===== src/pkg/ufc_pkg.sv =====
// Purpose: shared constants and types of the serial channel operation block
// Assumes: registers are one byte wide, addressed by a 16-bit cpu memory address
// Notes: offsets without a fixed home are grouped near the mode register
package ufc_pkg;
  // register offsets
  localparam logic [15:0] ADDR_PORT1_DIR = 16'hff21;
  localparam logic [15:0] ADDR_PORT1_LATCH = 16'hff01;
  localparam logic [15:0] ADDR_ROUTE = 16'hff4f;
  localparam logic [15:0] ADDR_MODE = 16'hff50;
  localparam logic [15:0] ADDR_TX_STATUS = 16'hff52;
  localparam logic [15:0] ADDR_RX_ERR = 16'hff53;
  localparam logic [15:0] ADDR_RX_BUF = 16'hff54;
  localparam logic [15:0] ADDR_TX_BUF = 16'hff55;
  localparam logic [15:0] ADDR_CLK_SEL = 16'hff56;
  localparam logic [15:0] ADDR_DIVIDER = 16'hff57;
  localparam logic [15:0] ADDR_AUX = 16'hff58;
  // reset values
  localparam logic [7:0] RST_PORT1_DIR = 8'hff;
  localparam logic [7:0] RST_PORT1_LATCH = 8'h00;
  localparam logic [7:0] RST_ROUTE = 8'h00;
  localparam logic [7:0] RST_MODE = 8'h01;
  localparam logic [7:0] RST_CLK_SEL = 8'h00;
  localparam logic [7:0] RST_DIVIDER = 8'hff;
  localparam logic [7:0] RST_AUX = 8'h16;
  // mode register fields
  localparam int MODE_POWER = 7;
  localparam int MODE_TXE = 6;
  localparam int MODE_RXE = 5;
  localparam int MODE_PAR_HI = 4;
  localparam int MODE_PAR_LO = 3;
  localparam int MODE_CHAR_LEN = 2;
  localparam int MODE_STOP_LEN = 1;
  localparam int MODE_ERR_IRQ = 0;
  // aux control fields
  localparam int AUX_BREAK_FLAG = 7;
  localparam int AUX_BREAK_TRIG = 6;
  localparam int AUX_BREAK_TX_TRIG = 5;
  localparam int AUX_BIT_ORDER = 1;
  localparam int AUX_INVERT = 0;
  // route register fields
  localparam int ROUTE_CAPTURE = 1;
  localparam int ROUTE_EXT_IRQ0 = 0;
  localparam logic [7:0] ROUTE_MASK = 8'h03;
  // pin positions on port 1
  localparam int PIN_TX = 3;
  localparam int PIN_RX = 4;
  // status register fields
  localparam int TXS_BUF_FULL = 1;
  localparam int TXS_SHIFTING = 0;
  localparam int RXE_PARITY = 2;
  localparam int RXE_FRAMING = 1;
  localparam int RXE_OVERRUN = 0;
  // divider floor and widest prescale exponent
  localparam logic [7:0] DIV_MIN = 8'h08;
  localparam logic [3:0] PRESCALE_MAX = 4'ha;

  typedef enum logic [1:0] {
    UFC_PAR_NONE = 2'b00,
    UFC_PAR_ZERO = 2'b01,
    UFC_PAR_ODD = 2'b10,
    UFC_PAR_EVEN = 2'b11
  } ufc_parity_t;
endpackage


===== src/pkg/ufc_frame_if.sv =====
// Purpose: frame format and bit timing shared by the transmit and receive engines
// Assumes: driven only by the control module
// Notes: half_tick is the divider output; one bit lasts two of them
`timescale 1ns/1ps
interface ufc_frame_if;
  import ufc_pkg::*;
  logic half_tick;
  logic char8;
  logic two_stop;
  logic lsb_first;
  ufc_parity_t parity;
  modport ctl (output half_tick, output char8, output two_stop, output lsb_first, output parity);
  modport eng (input half_tick, input char8, input two_stop, input lsb_first, input parity);
endinterface


===== src/hdl/ufc_tx_engine.sv =====
// Purpose: serialises one character per frame with start, parity and stop bits
// Assumes: clr holds the engine idle; start is taken only while idle
// Notes: line is the uninverted level, high at rest
`timescale 1ns/1ps
module ufc_tx_engine (
  input wire logic clk,
  input wire logic clr,
  ufc_frame_if.eng fr,
  input wire logic start,
  input wire logic [7:0] data,
  output logic busy,
  output logic done,
  output logic line
);
  import ufc_pkg::*;
  logic [11:0] sh_q, sh_d;
  logic [3:0] left_q, left_d;
  logic ph_q, ph_d;
  logic busy_q, busy_d;
  logic done_q, done_d;
  logic [7:0] ch, rev8;
  logic [6:0] rev7;
  logic par;

  always_comb begin
    rev8 = {<<{data}};
    rev7 = {<<{data[6:0]}};
    ch = fr.lsb_first ? data : rev8;
    if (!fr.char8) begin
      ch = fr.lsb_first ? {1'b0, data[6:0]} : {1'b0, rev7};
    end
    par = ^data[6:0] ^ (fr.char8 & data[7]);
    sh_d = sh_q;
    left_d = left_q;
    ph_d = ph_q;
    busy_d = busy_q;
    done_d = 1'b0;
    if (clr) begin
      busy_d = 1'b0;
      sh_d = 12'hfff;
    end else if (!busy_q && start) begin
      // frame laid out lsb-first into the shifter, start bit in bit 0
      sh_d = {12{1'b1}};
      sh_d[0] = 1'b0;
      sh_d[8:1] = ch;
      if (fr.char8) begin
        sh_d[9] = (fr.parity == UFC_PAR_ODD) ? ~par : (fr.parity == UFC_PAR_EVEN) & par;
        if (fr.parity == UFC_PAR_NONE) sh_d[9] = 1'b1;
      end else begin
        sh_d[8] = (fr.parity == UFC_PAR_ODD) ? ~par : (fr.parity == UFC_PAR_EVEN) & par;
        if (fr.parity == UFC_PAR_NONE) sh_d[8] = 1'b1;
      end
      left_d = 4'(8 + 32'(fr.char8) + 32'(fr.parity != UFC_PAR_NONE) + 32'(fr.two_stop));
      ph_d = 1'b0;
      busy_d = 1'b1;
    end else if (busy_q && fr.half_tick) begin
      ph_d = ~ph_q;
      if (ph_q) begin
        sh_d = {1'b1, sh_q[11:1]};
        left_d = left_q - 4'h1;
        if (left_q == 4'h0) begin
          busy_d = 1'b0;
          done_d = 1'b1;
        end
      end
    end
  end

  always_ff @(posedge clk) begin
    sh_q <= sh_d;
    left_q <= left_d;
    ph_q <= ph_d;
    busy_q <= busy_d;
    done_q <= done_d;
  end

  assign busy = busy_q;
  assign done = done_q;
  assign line = busy_q ? sh_q[0] : 1'b1;
endmodule


===== src/hdl/ufc_rx_engine.sv =====
// Purpose: samples one frame in the first half of each bit and reports character and errors
// Assumes: line is already forced high while the channel is stopped
// Notes: start detection resolves to half a bit, whatever the divider value
`timescale 1ns/1ps
module ufc_rx_engine (
  input wire logic clk,
  input wire logic clr,
  ufc_frame_if.eng fr,
  input wire logic line,
  output logic done,
  output logic [7:0] data,
  output logic par_err,
  output logic frame_err
);
  import ufc_pkg::*;
  logic [9:0] sh_q, sh_d;
  logic [3:0] left_q, left_d;
  logic ph_q, ph_d;
  logic act_q, act_d;
  logic done_q, done_d;
  logic [7:0] data_q, data_d;
  logic pe_q, pe_d;
  logic fe_q, fe_d;
  logic [7:0] ch, rev;
  logic p;

  always_comb begin
    sh_d = sh_q;
    left_d = left_q;
    ph_d = ph_q;
    act_d = act_q;
    done_d = 1'b0;
    data_d = data_q;
    pe_d = pe_q;
    fe_d = fe_q;
    // last bit taken is the stop bit, seen on line; earlier bits sit above the newest in bit 0
    ch = fr.char8 ? sh_q[7:0] : {1'b0, sh_q[6:0]};
    if (fr.parity != UFC_PAR_NONE) ch = fr.char8 ? sh_q[8:1] : {1'b0, sh_q[7:1]};
    // first bit sits highest, so lsb-first needs the reversal
    rev = {<<{ch}};
    if (fr.lsb_first) ch = fr.char8 ? rev : {1'b0, rev[7:1]};
    p = ^sh_q[8:0];
    if (!fr.char8) p = ^sh_q[7:0];
    if (clr) begin
      act_d = 1'b0;
    end else if (fr.half_tick) begin
      if (!act_q) begin
        if (!line) begin
          act_d = 1'b1;
          ph_d = 1'b1;
          left_d = 4'(7 + 32'(fr.char8) + 32'(fr.parity != UFC_PAR_NONE));
          sh_d = 10'h000;
        end
      end else begin
        ph_d = ~ph_q;
        if (!ph_q) begin
          sh_d = {sh_q[8:0], line};
          left_d = left_q - 4'h1;
          if (left_q == 4'h0) begin
            act_d = 1'b0;
            done_d = 1'b1;
            data_d = ch;
            fe_d = ~line;
            pe_d = ((fr.parity == UFC_PAR_EVEN) & p) | ((fr.parity == UFC_PAR_ODD) & ~p);
          end
        end
      end
    end
  end

  always_ff @(posedge clk) begin
    sh_q <= sh_d;
    left_q <= left_d;
    ph_q <= ph_d;
    act_q <= act_d;
    done_q <= done_d;
    data_q <= data_d;
    pe_q <= pe_d;
    fe_q <= fe_d;
  end

  assign done = done_q;
  assign data = data_q;
  assign par_err = pe_q;
  assign frame_err = fe_q;
endmodule


===== src/hdl/ufc_uart_ctrl.sv =====
// Purpose: operating control, pin muxing and frame format of the async serial channel
// Assumes: cpu accesses are single-cycle byte reads and writes at 16-bit addresses
// Notes: the stopped state is held by synchronous clears since the block has one clock
// What this block does
// [RULE1] route bit 1 picks capture input: own pin or serial receive line
// [RULE2] route bit 0 picks external interrupt 0 input: own pin or receive line
// [RULE3] route register resets to zero; upper six bits always read zero
// [RULE4] direction bit 0 drives pin as output, 1 makes it input; reset all ones
// [RULE5] software sets transmit pin as output latched high, receive pin as input
// [RULE6] with power, transmit and receive enables clear, channel stops, pins are ports
// [RULE7] mode register resets to 01h with power down to error-interrupt-mode layout
// [RULE8] power bit low freezes baud timing and holds serial circuitry in reset
// [RULE9] power low forces serial output high and receive input high
// [RULE10] power low clears error status, transmit status, break bits, receive buffer
// [RULE11] transmit enable low stops and resets the transmit circuit
// [RULE12] receive enable low stops and resets the receive circuit
// [RULE13] software clears enables before power and sets power before enables
// [RULE14] software sets clock, divider, mode, aux bits before setting power
// [RULE15] writing the transmit buffer while transmitting is enabled starts a frame
// [RULE16] pins carry serial data only when power and matching enable are set
// [RULE17] one byte per frame after start bit, transmit and receive run together
// [RULE18] frame is start, 7 or 8 bits, optional parity, one or two stops
// [RULE19] aux bit 1 selects lsb-first or msb-first character order
// [RULE20] aux bit 0 selects normal or inverted transmit waveform
// [RULE21] invert bit 0 gives normal output, 1 gives inverted output
// [RULE22] bit rate is divider output halved; divider runs from 8 to 255
// [RULE23] idle transmit line rests high unless inversion is selected
`timescale 1ns/1ps
module ufc_uart_ctrl (
  input wire logic clk,
  input wire logic srst,
  input wire logic [15:0] cpu_addr,
  input wire logic cpu_wr,
  input wire logic cpu_rd,
  input wire logic [7:0] cpu_wdata,
  output logic [7:0] cpu_rdata,
  input wire logic [7:0] port1_in,
  output logic [7:0] port1_out,
  output logic [7:0] port1_oe,
  input wire logic capture_pin_in,
  input wire logic ext_irq0_pin_in,
  output logic timer_capture_input,
  output logic external_interrupt0_input,
  output logic tx_complete,
  output logic rx_complete,
  output logic rx_error
);
  import ufc_pkg::*;

  logic [7:0] port1_direction_q, port1_direction_d;
  logic [7:0] port1_latch_q, port1_latch_d;
  logic [7:0] input_route_select_q, input_route_select_d;
  logic [7:0] serial_mode_control_q, serial_mode_control_d;
  logic [7:0] clock_source_select_q, clock_source_select_d;
  logic [7:0] bit_rate_divider_q, bit_rate_divider_d;
  logic [7:0] serial_aux_control_q, serial_aux_control_d;
  logic [7:0] transmit_buffer_q, transmit_buffer_d;
  logic [7:0] receive_buffer_q, receive_buffer_d;
  logic [2:0] receive_error_status_q, receive_error_status_d;
  logic tx_buf_full_q, tx_buf_full_d;
  logic rx_full_q, rx_full_d;
  logic [7:0] cpu_rdata_q, cpu_rdata_d;
  logic [10:0] pre_cnt_q, pre_cnt_d;
  logic [7:0] div_cnt_q, div_cnt_d;
  logic half_tick_q, half_tick_d;
  logic rx_err_pulse_q, rx_err_pulse_d;

  logic channel_power;
  logic transmit_enable;
  logic receive_enable;
  logic tx_run;
  logic rx_run;
  logic tx_busy;
  logic tx_done;
  logic tx_line;
  logic tx_start;
  logic rx_done;
  logic [7:0] rx_data;
  logic rx_par_err;
  logic rx_frame_err;
  logic serial_receive_line;
  logic serial_transmit_level;
  logic wr_txb;

  ufc_frame_if fr ();

  function automatic logic hit(input logic [15:0] a, input logic [15:0] off);
    hit = (a == off);
  endfunction

  // terminal count of the prescaler for a select code, clamped to the widest tap
  function automatic logic [10:0] prescale_last(input logic [3:0] sel);
    logic [3:0] s;
    s = (sel > PRESCALE_MAX) ? PRESCALE_MAX : sel;
    prescale_last = 11'((32'd1 << s) - 32'd1);
  endfunction

  assign channel_power = serial_mode_control_q[MODE_POWER];
  assign transmit_enable = serial_mode_control_q[MODE_TXE];
  assign receive_enable = serial_mode_control_q[MODE_RXE];
  // [RULE16] serial roles need power and enable
  assign tx_run = channel_power & transmit_enable;
  assign rx_run = channel_power & receive_enable;
  assign wr_txb = cpu_wr & hit(cpu_addr, ADDR_TX_BUF);

  // register writes and power-down clears
  always_comb begin
    port1_direction_d = port1_direction_q;
    port1_latch_d = port1_latch_q;
    input_route_select_d = input_route_select_q;
    serial_mode_control_d = serial_mode_control_q;
    clock_source_select_d = clock_source_select_q;
    bit_rate_divider_d = bit_rate_divider_q;
    serial_aux_control_d = serial_aux_control_q;
    if (cpu_wr) begin
      if (hit(cpu_addr, ADDR_PORT1_DIR)) begin
        // [RULE4] pin direction per bit
        port1_direction_d = cpu_wdata;
      end else if (hit(cpu_addr, ADDR_PORT1_LATCH)) begin
        port1_latch_d = cpu_wdata;
      end else if (hit(cpu_addr, ADDR_ROUTE)) begin
        // [RULE3] upper bits stay zero
        input_route_select_d = cpu_wdata & ROUTE_MASK;
      end else if (hit(cpu_addr, ADDR_MODE)) begin
        // [RULE7] full mode byte
        serial_mode_control_d = cpu_wdata;
      end else if (hit(cpu_addr, ADDR_CLK_SEL)) begin
        clock_source_select_d = {4'h0, cpu_wdata[3:0]};
      end else if (hit(cpu_addr, ADDR_DIVIDER)) begin
        // [RULE22] values below 8 are prohibited; clamp to the floor
        bit_rate_divider_d = (cpu_wdata < DIV_MIN) ? DIV_MIN : cpu_wdata;
      end else if (hit(cpu_addr, ADDR_AUX)) begin
        // break flag is read-only; triggers are not kept, only the bit 6 trigger acts
        serial_aux_control_d[5:0] = {1'b0, cpu_wdata[4:0]};
        serial_aux_control_d[AUX_BREAK_TRIG] = 1'b0;
        if (cpu_wdata[AUX_BREAK_TRIG] && rx_run) begin
          serial_aux_control_d[AUX_BREAK_FLAG] = 1'b1;
        end
      end
    end
    if (!channel_power) begin
      // [RULE10] break bits cleared while powered down
      serial_aux_control_d[AUX_BREAK_FLAG] = 1'b0;
      serial_aux_control_d[AUX_BREAK_TRIG] = 1'b0;
    end
  end

  always_ff @(posedge clk) begin
    if (srst) begin
      port1_direction_q <= RST_PORT1_DIR;
      port1_latch_q <= RST_PORT1_LATCH;
      input_route_select_q <= RST_ROUTE;
      serial_mode_control_q <= RST_MODE;
      clock_source_select_q <= RST_CLK_SEL;
      bit_rate_divider_q <= RST_DIVIDER;
      serial_aux_control_q <= RST_AUX;
    end else begin
      port1_direction_q <= port1_direction_d;
      port1_latch_q <= port1_latch_d;
      input_route_select_q <= input_route_select_d;
      serial_mode_control_q <= serial_mode_control_d;
      clock_source_select_q <= clock_source_select_d;
      bit_rate_divider_q <= bit_rate_divider_d;
      serial_aux_control_q <= serial_aux_control_d;
    end
  end

  // baud timing: prescaler, then divide by k to make the half-bit tick
  always_comb begin
    pre_cnt_d = pre_cnt_q + 11'h1;
    div_cnt_d = div_cnt_q;
    half_tick_d = 1'b0;
    if (pre_cnt_q >= prescale_last(clock_source_select_q[3:0])) begin
      pre_cnt_d = 11'h000;
      div_cnt_d = div_cnt_q + 8'h01;
      if (div_cnt_q >= bit_rate_divider_q - 8'h01) begin
        div_cnt_d = 8'h00;
        // [RULE22] divider output; engines take two per bit
        half_tick_d = 1'b1;
      end
    end
    if (!channel_power) begin
      // [RULE8] timing frozen while powered down
      pre_cnt_d = 11'h000;
      div_cnt_d = 8'h00;
      half_tick_d = 1'b0;
    end
  end

  always_ff @(posedge clk) begin
    if (srst) begin
      pre_cnt_q <= 11'h000;
      div_cnt_q <= 8'h00;
      half_tick_q <= 1'b0;
    end else begin
      pre_cnt_q <= pre_cnt_d;
      div_cnt_q <= div_cnt_d;
      half_tick_q <= half_tick_d;
    end
  end

  // [RULE18] frame format from the mode register
  assign fr.half_tick = half_tick_q;
  assign fr.char8 = serial_mode_control_q[MODE_CHAR_LEN];
  assign fr.two_stop = serial_mode_control_q[MODE_STOP_LEN];
  assign fr.parity = ufc_parity_t'(serial_mode_control_q[MODE_PAR_HI:MODE_PAR_LO]);
  // [RULE19] order select
  assign fr.lsb_first = serial_aux_control_q[AUX_BIT_ORDER];

  // transmit buffer: one byte may wait while the shifter runs
  assign tx_start = tx_buf_full_q & ~tx_busy;
  always_comb begin
    transmit_buffer_d = transmit_buffer_q;
    tx_buf_full_d = tx_buf_full_q;
    if (tx_start) begin
      tx_buf_full_d = 1'b0;
    end
    // [RULE15] buffer write starts a frame when enabled
    if (wr_txb && tx_run) begin
      transmit_buffer_d = cpu_wdata;
      tx_buf_full_d = 1'b1;
    end
    if (!tx_run) begin
      // [RULE11] transmit side held in reset
      tx_buf_full_d = 1'b0;
    end
  end

  always_ff @(posedge clk) begin
    if (srst) begin
      transmit_buffer_q <= 8'h00;
      tx_buf_full_q <= 1'b0;
    end else begin
      transmit_buffer_q <= transmit_buffer_d;
      tx_buf_full_q <= tx_buf_full_d;
    end
  end

  // [RULE17] independent engines give full duplex
  ufc_tx_engine u_tx (
    .clk(clk),
    .clr(srst | ~tx_run),
    .fr(fr.eng),
    .start(tx_start),
    .data(transmit_buffer_q),
    .busy(tx_busy),
    .done(tx_done),
    .line(tx_line)
  );

  // [RULE9] receive input fixed high while powered down
  assign serial_receive_line = channel_power ? port1_in[PIN_RX] : 1'b1;

  ufc_rx_engine u_rx (
    .clk(clk),
    .clr(srst | ~rx_run),
    .fr(fr.eng),
    .line(rx_run ? serial_receive_line : 1'b1),
    .done(rx_done),
    .data(rx_data),
    .par_err(rx_par_err),
    .frame_err(rx_frame_err)
  );

  // receive buffer and error status; a new frame wins over a read clear
  always_comb begin
    receive_buffer_d = receive_buffer_q;
    receive_error_status_d = receive_error_status_q;
    rx_full_d = rx_full_q;
    rx_err_pulse_d = 1'b0;
    if (cpu_rd && hit(cpu_addr, ADDR_RX_BUF)) begin
      rx_full_d = 1'b0;
    end
    if (cpu_rd && hit(cpu_addr, ADDR_RX_ERR)) begin
      receive_error_status_d = 3'b000;
    end
    if (rx_done) begin
      receive_buffer_d = rx_data;
      rx_full_d = 1'b1;
      receive_error_status_d[RXE_PARITY] = receive_error_status_d[RXE_PARITY] | rx_par_err;
      receive_error_status_d[RXE_FRAMING] = receive_error_status_d[RXE_FRAMING] | rx_frame_err;
      receive_error_status_d[RXE_OVERRUN] = receive_error_status_d[RXE_OVERRUN] | rx_full_q;
      rx_err_pulse_d = rx_par_err | rx_frame_err | rx_full_q;
    end
    if (!channel_power) begin
      // [RULE10] receive status and buffer cleared
      receive_buffer_d = 8'h00;
      receive_error_status_d = 3'b000;
      rx_full_d = 1'b0;
    end
  end

  always_ff @(posedge clk) begin
    if (srst) begin
      receive_buffer_q <= 8'h00;
      receive_error_status_q <= 3'b000;
      rx_full_q <= 1'b0;
      rx_err_pulse_q <= 1'b0;
    end else begin
      receive_buffer_q <= receive_buffer_d;
      receive_error_status_q <= receive_error_status_d;
      rx_full_q <= rx_full_d;
      rx_err_pulse_q <= rx_err_pulse_d;
    end
  end

  // read data is registered, unmapped reads return zero
  always_comb begin
    cpu_rdata_d = 8'h00;
    if (cpu_rd) begin
      if (hit(cpu_addr, ADDR_PORT1_DIR)) begin
        cpu_rdata_d = port1_direction_q;
      end else if (hit(cpu_addr, ADDR_PORT1_LATCH)) begin
        cpu_rdata_d = port1_latch_q;
      end else if (hit(cpu_addr, ADDR_ROUTE)) begin
        cpu_rdata_d = input_route_select_q;
      end else if (hit(cpu_addr, ADDR_MODE)) begin
        cpu_rdata_d = serial_mode_control_q;
      end else if (hit(cpu_addr, ADDR_TX_STATUS)) begin
        // [RULE10] status reads zero once powered down
        cpu_rdata_d[TXS_BUF_FULL] = tx_buf_full_q;
        cpu_rdata_d[TXS_SHIFTING] = tx_busy;
      end else if (hit(cpu_addr, ADDR_RX_ERR)) begin
        cpu_rdata_d = {5'h00, receive_error_status_q};
      end else if (hit(cpu_addr, ADDR_RX_BUF)) begin
        cpu_rdata_d = receive_buffer_q;
      end else if (hit(cpu_addr, ADDR_CLK_SEL)) begin
        cpu_rdata_d = clock_source_select_q;
      end else if (hit(cpu_addr, ADDR_DIVIDER)) begin
        cpu_rdata_d = bit_rate_divider_q;
      end else if (hit(cpu_addr, ADDR_AUX)) begin
        cpu_rdata_d = serial_aux_control_q;
      end
    end
  end

  always_ff @(posedge clk) begin
    if (srst) begin
      cpu_rdata_q <= 8'h00;
    end else begin
      cpu_rdata_q <= cpu_rdata_d;
    end
  end

  assign cpu_rdata = cpu_rdata_q;

  // [RULE9] serial level is high when powered down
  // [RULE20] inversion applied to the whole waveform
  // [RULE21] invert bit 1 means inverted
  // [RULE23] idle engine line is high, so rest level follows inversion
  assign serial_transmit_level = channel_power ?
    (tx_line ^ serial_aux_control_q[AUX_INVERT]) : 1'b1;

  // [RULE6] stopped channel leaves both pins as plain ports
  // [RULE16] transmit pin takes serial data only while running
  always_comb begin
    port1_out = port1_latch_q;
    if (tx_run) begin
      port1_out[PIN_TX] = serial_transmit_level;
    end
    // [RULE4] direction 0 turns the output buffer on
    port1_oe = ~port1_direction_q;
  end

  // [RULE1] capture input source
  assign timer_capture_input = input_route_select_q[ROUTE_CAPTURE] ?
    serial_receive_line : capture_pin_in;
  // [RULE2] external interrupt 0 source
  assign external_interrupt0_input = input_route_select_q[ROUTE_EXT_IRQ0] ?
    serial_receive_line : ext_irq0_pin_in;

  assign tx_complete = tx_done;
  assign rx_complete = rx_done;
  assign rx_error = rx_err_pulse_q;
endmodule


===== config.mk =====
export PLATFORM = sky130hd
export DESIGN_NAME = ufc_uart_ctrl
export DESIGN_NICKNAME = d
export VERILOG_FILES = /design/src/pkg/ufc_pkg.sv /design/src/pkg/ufc_frame_if.sv /design/src/hdl/ufc_tx_engine.sv /design/src/hdl/ufc_rx_engine.sv /design/src/hdl/ufc_uart_ctrl.sv
export SDC_FILE = /design/constraint.sdc
export NUM_CORES = 1
export LEC_CHECK = 0
export BUFFER_PORTS_ARGS = -buffer_cell sky130_fd_sc_hd__buf_2
export CORE_ASPECT_RATIO = 1.2
export CORE_MARGIN = 5
export CORE_UTILIZATION = 45
export CTS_CLUSTER_DIAMETER = 150
export DETAILED_ROUTE_END_ITERATION = 8
export HOLD_SLACK_MARGIN = 0.15
export PLACE_DENSITY = 0.69
export SKIP_LAST_GASP = 1
export SLEW_MARGIN = 25
export SYNTH_ARGS = -nofsm -noshare
export SYNTH_HDL_FRONTEND = slang
export SYNTH_HIERARCHICAL = 1
export SYNTH_SLANG_ARGS = --single-unit

===== constraint.sdc =====
create_clock -name clk -period 5.3 [get_ports clk]
set_clock_uncertainty 0.1 [all_clocks]
set_input_delay 0.53 -clock clk [delete_from_list [all_inputs] [get_ports clk]]
set_output_delay 0.53 -clock clk [all_outputs]
set_load 0.1 [all_outputs]

# Yosys cells after proc, flatten, opt, wreduce, memory -nomap -nowiden
# Index checks and enable logic that the tools add are counted.
# word_totals
ff_bits	137
input_bits	38
out_inout_bits	29
wordCells	212
# op_classes
add_sub_neg	11
magnitude_cmp	4
n_eq_ne	15
n_shift	1
n_mux	66
bitwise_logic	42
reduce_logical	42
# ops
op	count
$eq A16 B16 Y1 const B	11
$mux W8	18
$mux W1	30
$mux W10	3
$mux W4	7
$mux W9	3
$not A1 Y1	23
$add A4 B1 Y4	3
$reduce_and A3 Y1	4
$reduce_bool A2 Y1	6
$add A11 B1 Y11 const B	1
$ge A11 B11 Y1	1
$shl A1 B4 Y11 const A	1
$sub A11 B1 Y11 const B	1
$reduce_and A5 Y1	2
$reduce_and A9 Y1	1
$reduce_xor A9 Y1	1
$add A8 B1 Y8 const B	1
$and A1 B1 Y1	8
$ge A8 B8 Y1	1
$logic_not A4 Y1	2
$lt A8 B4 Y1 const B	1
$not A8 Y8	1
$or A1 B1 Y1	8
other kinds (25)	43

# Logic depth before layout (Yosys ltp)
# Gate-level depths: netlist of the first run.
# logic_depth
depth_word	11
depth_mapped	15
ltp_nobuf	13

# By module
# The synthesis of the first run kept the hierarchy.
# modules_own_cells
module	instances	cells_per_inst	area_per_inst_um2	seq_area_each_um2
ufc_uart_ctrl	1	570	4870.9	1881.8
ufc_rx_engine	1	100	1351.3	760.7
ufc_tx_engine	1	133	1051.0	390.4

# Least setup slack after synthesis of the first run
# OpenSTA, ideal clock, no wires.
# synth_timing
path_type	register to register
from	register clock_source_select_q[1]
to	register div_cnt_q[0]
setup_ns	0.130
arrival_time_ns	3.018
t_required_ns	5.070
setup_slack_ns	2.051
stages_incl_launch_ff	16
n_path_buf	2
synth_period_minus_slack_ns	3.249
path_cell_list	dfxtp_1 -> clkbuf_1 -> or2_2 -> or3_1 -> ha_1 -> nor3_1 -> a21oi_1 -> o21a_1 -> ha_1 -> o21ai_0 -> o211ai_1 -> a21oi_1 -> or2_1 -> buf_2 -> o21ai_1 -> nor2_1
# synth_via
elab_chain_cells	5
# synth_rtl
item	line_no	source
start, declared	ufc_uart_ctrl.sv:54	logic [7:0] clock_source_select_q, clock_source_select_d;
start signal, assigned	ufc_uart_ctrl.sv:162	clock_source_select_q <= clock_source_select_d;
$gt A4 B4 Y1	ufc_uart_ctrl.sv:94	s = (sel > PRESCALE_MAX) ? PRESCALE_MAX : sel;
$mux W4 *	ufc_uart_ctrl.sv:94	
$shl A1 B4 Y11 *	ufc_uart_ctrl.sv:95	prescale_last = 11'((32'd1 << s) - 32'd1);
$sub A11 B1 Y11 *	ufc_uart_ctrl.sv:95	
$ge A11 B11 Y1 *	ufc_uart_ctrl.sv:173	if (pre_cnt_q >= prescale_last(clock_source_select_q[3:0])) begin
end signal, assigned	ufc_uart_ctrl.sv:197	div_cnt_q <= div_cnt_d;
end, declared	ufc_uart_ctrl.sv:64	logic [7:0] div_cnt_q, div_cnt_d;
# Mark *: on every way between the ends. The rest lies on a longest branch, timed or not.
# A chain may end at the register's enable or synchronous reset.

# Final worst setup path of the first run
# layout_timing
from	register clock_source_select_q[1]
to	register div_cnt_q[7]
# Same word-level chain as after synthesis.

==> flow_summary.json, run 1 <==
{
  "most-common-layout-cells": "sky130_fd_sc_hd__dfxtp_1, sky130_fd_sc_hd__nor2_1, sky130_fd_sc_hd__nand2_1",
  "die_area_um2": 18800,
  "unrepaired_setup_endpoints_after_global_routing": "false",
  "period_share": 0.671,
  "layout-drive-gt1-share": 0.132,
  "worstReg2RegStart": "clock_source_select_q[1]",
  "reg.largest.list": "pre_cnt_q: 11 flops, u_tx/sh_q: 10 flops, u_rx/sh_q: 9 flops",
  "layout-area-overhead-vs-synth_pct": 12.1,
  "synth.yosys.seq_area_share": 0.417,
  "yosys_warning_count": 6,
  "cp-startpoint": "clock_source_select_q[1]",
  "internal-power_mw": 1.69,
  "fp.dieH_um": 149,
  "endpoint_required_time_on_the_critical_path_ns": 5.55,
  "routed_via_density": 5.41,
  "max-clock-path-buffers": 2,
  "critPathBufInv": 0,
  "clkPwrFrac": 0.490,
  "ctsRootBufferMaster": "sky130_fd_sc_hd__clkbuf_16",
  "setup.worst_path.end": "div_cnt_q[7]",
  "power.ir.vdd_worst_mv": 0.197,
  "cts_resized": 0,
  "filler_cell_count": 1565,
  "cts.htree.levels": 4,
  "grt_max_degree": 56,
  "worst-r2r-cell-count": 13,
  "synthesized_instance_count": 803,
  "async_flop_share": 0,
  "wirelength_mm": 17.2,
  "row_count": 51,
  "hpwlAfterDp_mm": 12.4,
  "synth_cell_types": 73,
  "synthesis.nets": 868,
  "critPathMostFrequentCell": "sky130_fd_sc_hd__a21oi_1",
  "cts-hold-fix-buffers": 0,
  "globalRoute.totalOverflow": 0,
  "cap_violations": 0,
  "metal2_wl_mm": 8.39,
  "timing.max_slew.rel_slack": 0.336,
  "critPathCaptureType": "register",
  "critical_path.max_fanout": 13,
  "switching_share": 0.236,
  "ant_nets": 0,
  "regToRegSetupSlack_ns": 1.74,
  "r2r_end": "div_cnt_q[7]",
  "initial_core_utilization": 0.452,
  "routed_wire_length_per_instance_um": 16.2,
  "drc": 0,
  "syn-mean-instance-area_um2": 9.06,
  "seq_power_share": 0.479,
  "die_wd_um": 126,
  "vias": 5730,
  "finalSetupViolations": 0,
  "run_status": "completed",
  "io_pins": 67,
  "topRoutingLayerUsed": "met4",
  "largest_register_ff_count": 11,
  "synth.ff_latch_count": 137,
  "place_congestion": 0.801,
  "cts_inserted_buffers": 17,
  "final_cell_area_um2": 8150,
  "synthFlopType": "sky130_fd_sc_hd__dfxtp_1",
  "detail_route.iter0.violations": 404,
  "dr_wl_met3_um": 771,
  "tritoncts": "built",
  "path_cells": "or2_2, or3_1, ha_1, nor3_1, a21oi_1, o21a_1, ha_1, o21ai_0, o211ai_1, a21oi_1, or2_1, or4_1, a21oi_1",
  "detailed_place.area_um2": 7610,
  "final-hold-violation-count": 0,
  "groute.usage.overall": 0.185,
  "worst_hold_path_type": "in -> reg",
  "grt_pass1_vias": 5448,
  "layout.cells.most_common": "sky130_fd_sc_hd__dfxtp_1",
  "clock-sinks": 137,
  "antenna_cells": 0,
  "power.share.combinational": 0.031,
  "critPathArrivalTime_ns": 3.81,
  "achievable-frequency_mhz": 281,
  "tightest_slew_ns": 0.995,
  "worst-path-stages": 13,
  "cell_area_synth_um2": 7270,
  "port-buffer-count": 59,
  "grt_antenna_before_repair": 0,
  "power.net_switching_uw": 522,
  "synth-edff-count": 29,
  "top_register": "pre_cnt_q",
  "timing.setup.tns_ns": 0,
  "drt_pre_antenna_iters": 5,
  "power_density_normalized_to_cell_area_nw_per_um2": 272,
  "clock_transition_at_path_regs_ns": 0.06,
  "grt_first_pass_wirelength_mm": 27.9,
  "critPathSlowestCell": "sky130_fd_sc_hd__or4_1",
  "clock_latency_ns": 0.42,
  "critical-path-top-delay-family": "simple AND/OR/NAND/NOR gates",
  "period_needed_ns": 3.56,
  "detail_route.wirelength.met1_mm": 7.50,
  "power_leakage_nw": 3.33,
  "crit_type": "reg -> reg",
  "report.final.slew_viol_count": 0,
  "crit_path_max_incr_delay_ns": 0.54,
  "fin_nets": 899,
  "core_um2": 16100,
  "cts_setup_buffers": 0,
  "start_kind": "register"
}
-- cell families (layout without fill, tap and decap cells) --
logic type	Yosys count	in the layout	share of synthesized area
mux	65	65	0.0905
buf+inv	82	126	0.0495
fa+ha+maj	27	27	0.0475
xor+xnor	39	39	0.0507
simple gates	315	315	0.220
flops	137	137	0.417
compound gates	138	138	0.125
-- cell type report --
| cell class | count | area, um2 | share of cell area |
|---|---|---|---|
| inverter | 33 | 124 | 0.0152 |
| clock buffer | 19 | 443 | 0.0543 |
| timing repair buffer | 61 | 310 | 0.0381 |
| multi-input combinational | 584 | 3880 | 0.476 |
| sequential | 137 | 3030 | 0.372 |
| clock inverter | 13 | 97.6 | 0.0120 |
| tap | 212 | 265 | 0.0325 |
-- worst min-delay path by stage --
stage	start	to	slack (ns)	cells after the start
global placement	u_tx/sh_q[1]	u_tx/sh_q[0]	0.35	2
finish	cpu_wdata[2]	port1_latch_q[2]	0.35	3
floorplan	serial_aux_control_q[7]	serial_aux_control_q[7]	0.34	2
global route	cpu_wdata[2]	port1_latch_q[2]	0.34	3
detailed placement	u_tx/sh_q[1]	u_tx/sh_q[0]	0.36	2
CTS	cpu_wdata[2]	port1_latch_q[2]	0.33	3
-- synthesized netlist by cell type, drive strengths merged (7+ instances only) --
| cell | number | area, um2 |
|---|---|---|
| a211o | 20 | 175 |
| a21oi | 42 | 210 |
| and2 | 20 | 128 |
| and3 | 9 | 56.3 |
| buf | 21 | 131 |
| clkbuf | 28 | 105 |
| dfxtp | 108 | 2160 |
| edfxtp | 29 | 871 |
| ha | 26 | 325 |
| inv | 32 | 120 |
| mux2i | 59 | 591 |
| nand2 | 74 | 278 |
| nand2b | 8 | 50.1 |
| nand3 | 31 | 160 |
| nand3b | 7 | 52.6 |
| nor2 | 107 | 422 |
| nor2b | 12 | 75.1 |
| nor3 | 18 | 106 |
| o21ai | 33 | 165 |
| xnor2 | 23 | 201 |
| xor2 | 14 | 123 |
-- power groups by stage --
stage	registers, mW	logic [mW]	clock network [mW]
after floorplan	1.08	0.0376	0
after global placement	1.08	0.0664	0
after detailed placement	1.08	0.0670	0
after CTS	1.06	0.0674	1.11
after global routing	1.06	0.0725	1.16
final	1.06	0.0682	1.09
-- layer usage --
| layer | up-vias | GRT usage |
|---|---|---|
| met2 | 140 | 0.314 |
| met5 | - | 0 |
| met4 | 0 | 0.0848 |
| li1 | 2861 | - |
| met1 | 2691 | 0.227 |
| met3 | 38 | 0.0372 |
-- tightest hold or removal path: cells and delay by family --
kind	cells	cell delay, ns
AO/OA/AOI/OAI	1	0.05
buffers and inverters	1	0.17
AND/OR/NAND/NOR	1	0.07
-- per-stage QoR --
stage	utilization	power [mW]	std cells	hold WS [ns]	worst slack, ns
detailed placement	0.473	1.15	1027	0.365	1.76
global route	0.507	2.29	1059	0.344	1.33
CTS	0.507	2.24	1059	0.332	1.73
finish	0.507	2.21	1059	0.353	1.74
floorplan	-	1.12	803	0.340	2.05
global placement	0.473	1.15	1027	0.348	1.78
No activity file was read; power rests on OpenSTA's default activity.
==> run 2, diff against run 1 <==
--- a/config.mk
+++ b/config.mk
@@ -12,7 +12,7 @@
 export CTS_CLUSTER_DIAMETER = 150
 export DETAILED_ROUTE_END_ITERATION = 8
 export HOLD_SLACK_MARGIN = 0.15
-export PLACE_DENSITY = 0.69
+export PLACE_DENSITY = 0.72
 export SKIP_LAST_GASP = 1
 export SLEW_MARGIN = 25
 export SYNTH_ARGS = -nofsm -noshare
==> constraint.sdc (replaced) <==
create_clock -name clk -period 3 [get_ports clk]
set_clock_uncertainty 0.1 [all_clocks]
set_input_delay 0.3 -clock clk [delete_from_list [all_inputs] [get_ports clk]]
set_output_delay 0.3 -clock clk [all_outputs]
set_load 0.1 [all_outputs]
==> run 2 against run 1 <==
- the run now ends with negative setup slack left
- largest cell class unchanged
- largest power group unchanged
- combinational power up 92%
- design area up 4.4%
- flip-flop and latch count unchanged
- fmax up 15%
- total power up 83%
- clock power up 88%
- critical path depth unchanged
- worst hold slack worse by 0.13 ns
- final cell count up 2.6%
- register-to-register slack worse by 1.8 ns
- non-clock buffer count up 28
==> flow_summary.json, run 2 (synthesis gave the netlist of run 1 again) <==
{
  "endpoint_required_time_on_the_critical_path_ns": 3.25,
  "period_share": 1.03,
  "report.final.slew_viol_count": 0,
  "worstReg2RegStart": "clock_source_select_q[0]",
  "layout.cells.most_common": "sky130_fd_sc_hd__dfxtp_1",
  "period_needed_ns": 3.10,
  "crit_type": "reg -> reg",
  "layout-area-overhead-vs-synth_pct": 17.0,
  "clock_transition_at_path_regs_ns": 0.06,
  "power_leakage_nw": 3.49,
  "cts.htree.levels": 4,
  "timing.hold.ws_ns": 0.221,
  "core_um2": 16100,
  "clock_latency_ns": 0.42,
  "footprint_of_the_multi_input_gates_um2": 3960,
  "vias": 5867,
  "cp-startpoint": "clock_source_select_q[0]",
  "failed_checks": "negative setup slack",
  "globalRoute.totalOverflow": 0,
  "hpwlAfterDp_mm": 12.7,
  "start_kind": "register",
  "fin_nets": 927,
  "fin_ws_ns": -0.0972,
  "critPathCaptureType": "register",
  "groute.usage.overall": 0.189,
  "cap_violations": 0,
  "unrepaired_setup_endpoints_after_global_routing": "true",
  "largest_register_ff_count": 11,
  "routed_wire_length_per_instance_um": 16.3,
  "drt_pre_antenna_iters": 6,
  "hp_start": "cpu_wr",
  "reg.largest.list": "pre_cnt_q: 11 flops, u_tx/sh_q: 10 flops, u_rx/sh_q: 9 flops",
  "regToRegSetupSlack_ns": -0.1,
  "io_pins": 67,
  "power.ir.vdd_worst_mv": 0.384,
  "die_wd_um": 126,
  "run_status": "finished with violations",
  "grt_first_pass_wirelength_mm": 28.5,
  "ant_nets": 0,
  "achievable-frequency_mhz": 323,
  "grt_pass1_vias": 5588,
  "power.total_mw": 4.05,
  "max-clock-path-buffers": 2,
  "sequential_cell_area_um2": 3030,
  "ctsRootBufferMaster": "sky130_fd_sc_hd__clkbuf_16",
  "tritoncts": "built",
  "final-hold-violation-count": 0,
  "most-common-layout-cells": "sky130_fd_sc_hd__dfxtp_1, sky130_fd_sc_hd__nor2_1, sky130_fd_sc_hd__nand2_1",
  "worst_hold_path_type": "in -> reg",
  "initial_core_utilization": 0.452,
  "critPathArrivalTime_ns": 3.35,
  "wirelength_mm": 17.7,
  "row_count": 51,
  "detail_route.iter0.violations": 405,
  "die_area_um2": 18800,
  "tightest_slew_ns": 0.870,
  "layout-drive-gt1-share": 0.168,
  "routed_via_density": 5.40,
  "clock-sinks": 137,
  "finalSetupViolations": 7,
  "antenna_cells": 0,
  "top_register": "pre_cnt_q",
  "critical_path.max_fanout": 7,
  "fp.dieH_um": 149,
  "port-buffer-count": 59,
  "drc": 0,
  "timing.max_slew.rel_slack": 0.419,
  "cts_inserted_buffers": 17,
  "grt_antenna_before_repair": 0,
  "filler_cell_count": 1469,
  "grt_max_degree": 55,
  "place_congestion": 0.840,
  "power_density_normalized_to_cell_area_nw_per_um2": 476
}
==> run 2: changes by cell type in the layout (fill, tap and decap cells not counted), sizes merged <==
cell	change
buf	+19
dlygate4sd3	+9
clkinv	-4
bufinv	+1
clkbuf	+1
clkinvlp	+1
inv	+1
==> run 2: metal layers <==
| metal | part of all wire | vias to the layer above | track usage | wire, um |
|---|---|---|---|---|
| li1 | - | 2924 | - | - |
| met1 | 0.43 | 2788 | 0.227 | 7550 |
| met2 | 0.51 | 120 | 0.327 | 9010 |
| met3 | 0.038 | 35 | 0.0405 | 667 |
| met4 | 0.028 | 0 | 0.0794 | 493 |
| met5 | 0 | - | 0 | 0 |
==> run 2: repair_timing <==
action	4_1_cts	5_1_grt
setup endpoints to repair	19	20
pin swaps	4	6
hold buffers	9	0
buffers inserted	1	1
gates resized for setup	2	10
cloned	0	0
hold endpoints to repair	11	0
==> run 2: layout make-up <==
cell class                 count  share of cell area
multi-input combinational    584               0.465
timing repair buffer          89              0.0638
clock inverter                12              0.0134
inverter                      33              0.0146
clock buffer                  20              0.0550
sequential                   137               0.357
tap                          212              0.0312
==> run 2: path summary, 6_finish.rpt <==
kind | endpoint | cells after the start
worst max-delay path | div_cnt_q[7] | 13
worst min-delay path | bit_rate_divider_q[3] | 3
worst max register to register | div_cnt_q[7] | 13
worst min register to register | port1_latch_q[0] | 2
==> run 2: where the power goes <==
| part | switching (mW) | internal, mW | leakage [nW] |
|---|---|---|---|
| clock | 0.826 | 1.22 | 0.277 |
| combinational | 0.0889 | 0.0425 | 2.05 |
| sequential | 0.00000840 | 1.87 | 1.17 |
| total | 0.915 | 3.14 | 3.49 |
==> run 2: per-stage QoR <==
step	setup slack [ns]	cells	area (um2)	TNS (ns)	utilization
after CTS	-0.0766	1086	8470	-0.229	0.527
after global routing	-0.260	1087	8510	-2.50	0.529
after floorplan	-0.0965	803	7320	-0.518	-
after detailed placement	-0.112	1044	7780	-1.02	0.484
final	-0.0972	1087	8510	-0.352	0.529
after global placement	-0.0662	1044	7780	-0.170	0.484
==> run 2: critical path: stages, from the launching register on <==
cell	delay (ns)
sky130_fd_sc_hd__dfxtp_2	0.32
sky130_fd_sc_hd__or2_4	0.24
sky130_fd_sc_hd__or3_4	0.38
sky130_fd_sc_hd__ha_4	0.17
sky130_fd_sc_hd__nor3_2	0.09
sky130_fd_sc_hd__a21oi_1	0.05
sky130_fd_sc_hd__o21a_1	0.17
sky130_fd_sc_hd__ha_1	0.29
sky130_fd_sc_hd__o21ai_1	0.06
sky130_fd_sc_hd__o211ai_1	0.22
sky130_fd_sc_hd__a21oi_2	0.08
sky130_fd_sc_hd__or2_4	0.26
sky130_fd_sc_hd__or4_1	0.47
sky130_fd_sc_hd__a21oi_1	0.12
